$ cat src/rtl/vdac_pkg.sv
// shared constants and types for the voltage output converter control
package vdac_pkg;
    localparam logic [7:0] ADDR_LOW = 8'hFB;
    localparam logic [7:0] ADDR_HIGH = 8'hFC;
    // control register address not fixed here; neutral choice
    localparam logic [7:0] ADDR_CTRL = 8'hFD;
    localparam logic [7:0] RST_DATA = 8'h00;
    localparam logic [7:0] RST_CTRL = 8'h00;
    localparam int BIT_PIN = 4;
    localparam int BIT_BYTE = 3;
    localparam int BIT_RANGE = 2;
    localparam int BIT_CLR_N = 1;
    localparam int BIT_EN = 0;
    localparam logic [7:0] CTRL_MASK = 8'h1F;
    localparam int CODE_W = 12;

    // analog-side controls bundled together
    typedef struct packed {
        logic [11:0] code;
        logic pin_alt;
        logic range_avdd;
        logic powered;
        logic drive_en;
    } vdac_ana_s;
endpackage

$ cat src/rtl/vdac_ctrl.sv
// register file and code generation for the voltage output converter
`timescale 1ns/1ps
`default_nettype none

module vdac_ctrl #(
    parameter int CODE_W = 12,
    parameter int BYTE_W = 8
) (
    input wire logic clk_i,
    input wire logic nrst_i,
    input wire logic [7:0] sfr_addr_i,
    input wire logic [7:0] sfr_wdata_i,
    input wire logic sfr_wr_i,
    input wire logic sfr_rd_i,
    output logic [7:0] sfr_rdata_o,
    output vdac_pkg::vdac_ana_s ana_o
);

    ////////////////////////////////////////////////////////////////////
    // elaboration guard: the code field and byte lanes are fixed by the
    // register map, so any other width would need a new data path
    generate
        if (CODE_W != vdac_pkg::CODE_W) begin : g_bad_code_w
            $error("code width must stay at the converter width");
        end
        if (BYTE_W != 8) begin : g_bad_byte_w
            $error("register lanes are one byte wide");
        end
    endgenerate

    ////////////////////////////////////////////////////////////////////
    // reset release through two flops
    logic rst_meta_r;
    logic rst_n_r;

    always_ff @(posedge clk_i or negedge nrst_i) begin
        if (!nrst_i) begin
            rst_meta_r <= 1'b0;
            rst_n_r <= 1'b0;
        end else begin
            rst_meta_r <= 1'b1;
            rst_n_r <= rst_meta_r;
        end
    end

    ////////////////////////////////////////////////////////////////////
    // register state
    logic [7:0] ctrl_r;
    logic [7:0] low_r;
    logic [7:0] high_r;
    logic [11:0] code_r;
    logic wr_low;
    logic wr_high;
    logic wr_ctrl;

    // address decode; one write strobe per register
    assign wr_low = sfr_wr_i && (sfr_addr_i == vdac_pkg::ADDR_LOW);
    assign wr_high = sfr_wr_i && (sfr_addr_i == vdac_pkg::ADDR_HIGH);
    assign wr_ctrl = sfr_wr_i && (sfr_addr_i == vdac_pkg::ADDR_CTRL);

    // control register; reserved bits never stored
    // reserved bits dropped
    always_ff @(posedge clk_i or negedge rst_n_r) begin
        if (!rst_n_r) begin
            ctrl_r <= vdac_pkg::RST_CTRL;
        end else if (wr_ctrl) begin
            ctrl_r <= sfr_wdata_i & vdac_pkg::CTRL_MASK;
        end
    end

    // data bytes; clear bit low holds them at zero, overriding writes
    // clear holds zero
    always_ff @(posedge clk_i or negedge rst_n_r) begin
        if (!rst_n_r) begin
            low_r <= vdac_pkg::RST_DATA;
            high_r <= vdac_pkg::RST_DATA;
        end else if (!ctrl_r[vdac_pkg::BIT_CLR_N]) begin
            low_r <= vdac_pkg::RST_DATA;
            high_r <= vdac_pkg::RST_DATA;
        end else begin
            if (wr_low) begin
                low_r <= sfr_wdata_i;
            end
            if (wr_high) begin
                high_r <= sfr_wdata_i;
            end
        end
    end

    ////////////////////////////////////////////////////////////////////
    // converter code: latched on low byte write so a lone high write waits
    // update on low write
    always_ff @(posedge clk_i or negedge rst_n_r) begin
        if (!rst_n_r) begin
            code_r <= '0;
        end else if (!ctrl_r[vdac_pkg::BIT_CLR_N]) begin
            code_r <= '0;
        end else if (wr_low) begin
            if (ctrl_r[vdac_pkg::BIT_BYTE]) begin
                code_r <= {sfr_wdata_i, 4'h0};
            end else begin
                code_r <= {high_r[3:0], sfr_wdata_i};
            end
        end
    end

    ////////////////////////////////////////////////////////////////////
    // analog controls, registered
    // pin select
    always_ff @(posedge clk_i or negedge rst_n_r) begin
        if (!rst_n_r) begin
            ana_o <= '0;
        end else begin
            ana_o.code <= code_r;
            ana_o.pin_alt <= ctrl_r[vdac_pkg::BIT_PIN];
            ana_o.range_avdd <= ctrl_r[vdac_pkg::BIT_RANGE];
            ana_o.powered <= ctrl_r[vdac_pkg::BIT_EN];
            ana_o.drive_en <= ctrl_r[vdac_pkg::BIT_EN];
        end
    end

    // read mux; a read has no side effect, so a stray strobe is harmless
    logic [7:0] rdata_nxt;

    always_comb begin
        rdata_nxt = sfr_rdata_o;
        if (sfr_rd_i) begin
            case (sfr_addr_i)
                vdac_pkg::ADDR_LOW: rdata_nxt = low_r;
                vdac_pkg::ADDR_HIGH: rdata_nxt = high_r;
                vdac_pkg::ADDR_CTRL: rdata_nxt = ctrl_r;
                default: rdata_nxt = 8'h00; // unmapped addresses read zero
            endcase
        end
    end

    // read data registered and held until the next read
    always_ff @(posedge clk_i or negedge rst_n_r) begin
        if (!rst_n_r) begin
            sfr_rdata_o <= vdac_pkg::RST_DATA;
        end else begin
            sfr_rdata_o <= rdata_nxt;
        end
    end

    ////////////////////////////////////////////////////////////////////
    // check helper: cycles since the enable bit was seen low; saturates so
    // it never wraps back into the window right after a power-down
    logic [1:0] off_cnt_r;

    always_ff @(posedge clk_i or negedge rst_n_r) begin
        if (!rst_n_r) begin
            off_cnt_r <= 2'h0;
        end else if (ctrl_r[vdac_pkg::BIT_EN]) begin
            off_cnt_r <= 2'h0;
        end else if (off_cnt_r != 2'h3) begin
            off_cnt_r <= off_cnt_r + 2'h1;
        end
    end
endmodule

`default_nettype wire

$ cat config.mk
export PLATFORM = sky130hd
export DESIGN_NAME = vdac_ctrl
export DESIGN_NICKNAME = d
export VERILOG_FILES = /design/src/rtl/vdac_pkg.sv /design/src/rtl/vdac_ctrl.sv
export SDC_FILE = /design/constraint.sdc
export NUM_CORES = 1
export LEC_CHECK = 0
export ABC_AREA = 0
export BUFFER_PORTS_ARGS = -buffer_cell sky130_fd_sc_hd__buf_4
export CAP_MARGIN = 20
export CELL_PAD_IN_SITES_DETAIL_PLACEMENT = 0
export CELL_PAD_IN_SITES_GLOBAL_PLACEMENT = 1
export CORE_ASPECT_RATIO = 1.2
export CORE_MARGIN = 1
export CORE_UTILIZATION = 25
export DETAILED_ROUTE_END_ITERATION = 12
export PLACE_DENSITY = 0.51
export SLEW_MARGIN = 20
export SYNTH_ARGS = -nofsm -noshare
export SYNTH_HDL_FRONTEND = slang
export SYNTH_SLANG_ARGS = --single-unit
$ cat constraint.sdc
create_clock -name clk_i -period 2.4 [get_ports clk_i]
set_input_delay 0.12 -clock clk_i [delete_from_list [all_inputs] [get_ports clk_i]]
set_output_delay 0.12 -clock clk_i [all_outputs]
set_load 0.02 [all_outputs]
==> impl_metrics.env <==
export IMPL_setup_violations=0
export IMPL_critPathLaunchType="register"
export IMPL_r2r_start="ctrl_r[1]"
export IMPL_dp_cells=360
export IMPL_grt_pass1_vias=1691
export IMPL_drcViolationCount=0
export IMPL_grtUsageTotal_pct=11.9
export IMPL_synth_top_area_share_pct=59.2
export IMPL_hold_ws_ps=67.1
export IMPL_use_met1_pct=15.2
export IMPL_layout_setup_ws_ps=899
export IMPL_crit_type="register to register"
export IMPL_rsz0062_at_grt="no"
export IMPL_async_flop_share_pct=100
export IMPL_synth_edff_count=0
export IMPL_die_area_mm2=0.0102
export IMPL_yosysSeqAreaShare_pct=59.2
export IMPL_fp_row_count=39
export IMPL_grt_pass1_wl_mm=9.03
export IMPL_postCtsHoldBufs=1
export IMPL_root_buffer="clkbuf_16"
export IMPL_final_util_pct=34.1
export IMPL_io_pins=44
export IMPL_grt_busiest_layer="met2"
export IMPL_peakVddDrop_uv=381
export IMPL_reg2regPathDepth=3
export IMPL_synth_compound_area_share_pct=5.10
export IMPL_seqCellArea_mm2=0.00145
export IMPL_finalCritPeriodShare_pct=62.5
export IMPL_rrSetupSlack_ps=900
export IMPL_hold_path_class="input pin to register"
export IMPL_hpwl_mm=3.74
export IMPL_clk_latency_ps=320
export IMPL_post_cts_buffers=0
export IMPL_drt_total_wl_mm=5.54
export IMPL_cts_buffers=9
export IMPL_cpPeakStageDelay_ps=650
export IMPL_synth_cells_most_frequent="dfrtp_1 (58), nand2_1 (49), mux2i_1 (28), mux2_2 (18)"
export IMPL_nets=269
export IMPL_antenna_found_initial=0
export IMPL_ys_ff_latch=58
export IMPL_avgSynthCellArea_um2=12.1
export IMPL_cts_resized=0
export IMPL_core_area_mm2=0.00952
export IMPL_r2r_end="sfr_rdata_o[1]"
export IMPL_finalSetupTns_ps=0
export IMPL_clk_pin_slew_ps=50
export IMPL_fp_dieH_um=110
export IMPL_grt_util_met3_pct=3.65
export IMPL_cp_end_kind="register"
export IMPL_required_ps=2580
export IMPL_final_setup_skew_ps=8.91
export IMPL_avgRoutedWirePerCell_um=14.7
export IMPL_synth_top_cell_by_area="dfrtp_1"
export IMPL_yosys_warnings=0
export IMPL_place_ws_ps=811
export IMPL_netlist_instances=202
export IMPL_synth_area_mm2=0.00245
export IMPL_leakage_nw=1.55
export IMPL_vias=1613
export IMPL_htreeDepth=3
export IMPL_yosys_area_share_adder_pct=0
export IMPL_worst_pin_slew_ps=746
export IMPL_hold_end="sfr_rdata_o[6]"
export IMPL_multiInputGateArea_um2=905
export IMPL_drtIter0Drc=114
export IMPL_status="finished, final reports clean"
export IMPL_cts_tree="done"
export IMPL_slew_headroom_pct=50.3
export IMPL_cap_violations=0
export IMPL_instances_no_fill=377
export IMPL_area_growth_pct=32.6
export IMPL_die_w_um=92.4
export IMPL_cp_max_fo=22
export IMPL_cp_data_arrival_time_ps=1680
export IMPL_drive_gt1_share_pct=34.3
export IMPL_synth_nets=222
export IMPL_port_buffers=43
export IMPL_met2_usage_pct=18.1
export IMPL_p_per_area_mw_per_mm2=762
export IMPL_synth_top_family_by_area="multiplexers"
export IMPL_hold_viol=0
export IMPL_timing_final_crit_period_ps=1500
export IMPL_synth_area_leaders="dfrtp_1 (59%), mux2i_1 (11%), mux2_2 (8.3%), nand2_1 (7.5%), a22oi_1 (2.5%)"
export IMPL_ant_nets=0
export IMPL_yosys_cell_types_count=23
export IMPL_clk_path_buf_depth=2
export IMPL_viasPerCell=4.28
export IMPL_gp_congestion=0.677
export IMPL_slew_viol_final=0
export IMPL_max_freq_mhz=666
export IMPL_nFillCells=953
export IMPL_gr_total_overflow=0
export IMPL_synth_most_common_cell="dfrtp_1"
export IMPL_synthMuxAreaShare_pct=19.7
export IMPL_synthXorXnorAreaFrac_pct=0
export IMPL_worstHoldStart="sfr_rd_i"
export IMPL_whs_path_depth=2
export IMPL_cts_sinks=58
export IMPL_grt_max_degree=30
export IMPL_path_cells="mux2_2 > a22oi_1 > o22ai_1"
export IMPL_drt_first_pass_iters=4
export IMPL_slowest_stage="dfrtp_1"
export IMPL_synth_ff_type="dfrtp_1"
export IMPL_yosys_area_share_simple_pct=11.9
export IMPL_initial_utilization_pct=25.8
export IMPL_diodes=0
metal layers:
metal	vias up	wire length (um)
li1	789	-
met1	779	2610
met2	40	2600
met3	5	235
met4	0	95
met5	-	0
cell type report:
| cell class | count | share of cell area, % |
|---|---|---|
| Multi-Input combinational cell | 124 | 27.8 |
| Inverter | 8 | 0.924 |
| Clock inverter | 5 | 2.39 |
| Sequential cell | 58 | 44.7 |
| Tap cell | 123 | 4.74 |
| Timing Repair Buffer | 48 | 11.9 |
| Clock buffer | 11 | 7.47 |
cells by family (layout without fill, tap and decap cells):
family / after synthesis / count (layout)
DFF: 58 / 58
other: 1 / 1
muxes: 46 / 46
AOI/OAI and AO/OA: 17 / 17
buffers and inverters: 20 / 72
and+or+nand+nor: 60 / 60
registers in the layout, indices dropped and copies added (netlist names):
| register | count |
|---|---|
| ctrl_r | 5 |
| high_r | 8 |
| low_r | 8 |
| rst_meta_r | 1 |
| ana_o | 15 |
| code_r | 12 |
| sfr_rdata_o | 8 |
| rst_n_r | 1 |
layout by cell type (no fill, tap or decap), drive strengths merged, types with 3 or more instances in the layout:
cell type,instances
buf,47
dfrtp,58
a22oi,8
mux2,18
nor3b,3
nand2,49
o22ai,8
inv,8
mux2i,28
clkbuf,11
power by group:
part	switching [mW]	internal, mW	leakage [nW]
logic	0.0569	0.0518	0.586
clock network	0.425	0.932	0.156
registers	0.0214	0.987	0.804
through the flow:
stage | power (mW) | cell area (um^2)
after floorplan | 1.07 | 2450
after global placement | 1.14 | 2920
after detailed placement | 1.14 | 2920
after CTS | 2.52 | 3250
after global routing | 2.57 | 3250
final | 2.47 | 3250
how the worst max path moves through the flow:
stage | to | slack (ps) | from | cells after the start
global route | sfr_rdata_o[1] | 750 | ctrl_r[1] | 3
finish | sfr_rdata_o[1] | 900 | ctrl_r[1] | 3
global placement | high_r[3] | 850 | sfr_addr_i[0] | 5
floorplan | ana_o[0] | 670 | rst_n_r | 0
detailed placement | high_r[6] | 810 | sfr_addr_i[0] | 5
CTS | sfr_rdata_o[1] | 870 | ctrl_r[1] | 3
critical path, delay by kind of cell, from the launching register on:
| kind | cells | cell delay, ps |
|---|---|---|
| AOI/OAI and AO/OA | 2 | 300 |
| DFF | 1 | 650 |
| muxes | 1 | 400 |
(Power assumes the default switching activity.)
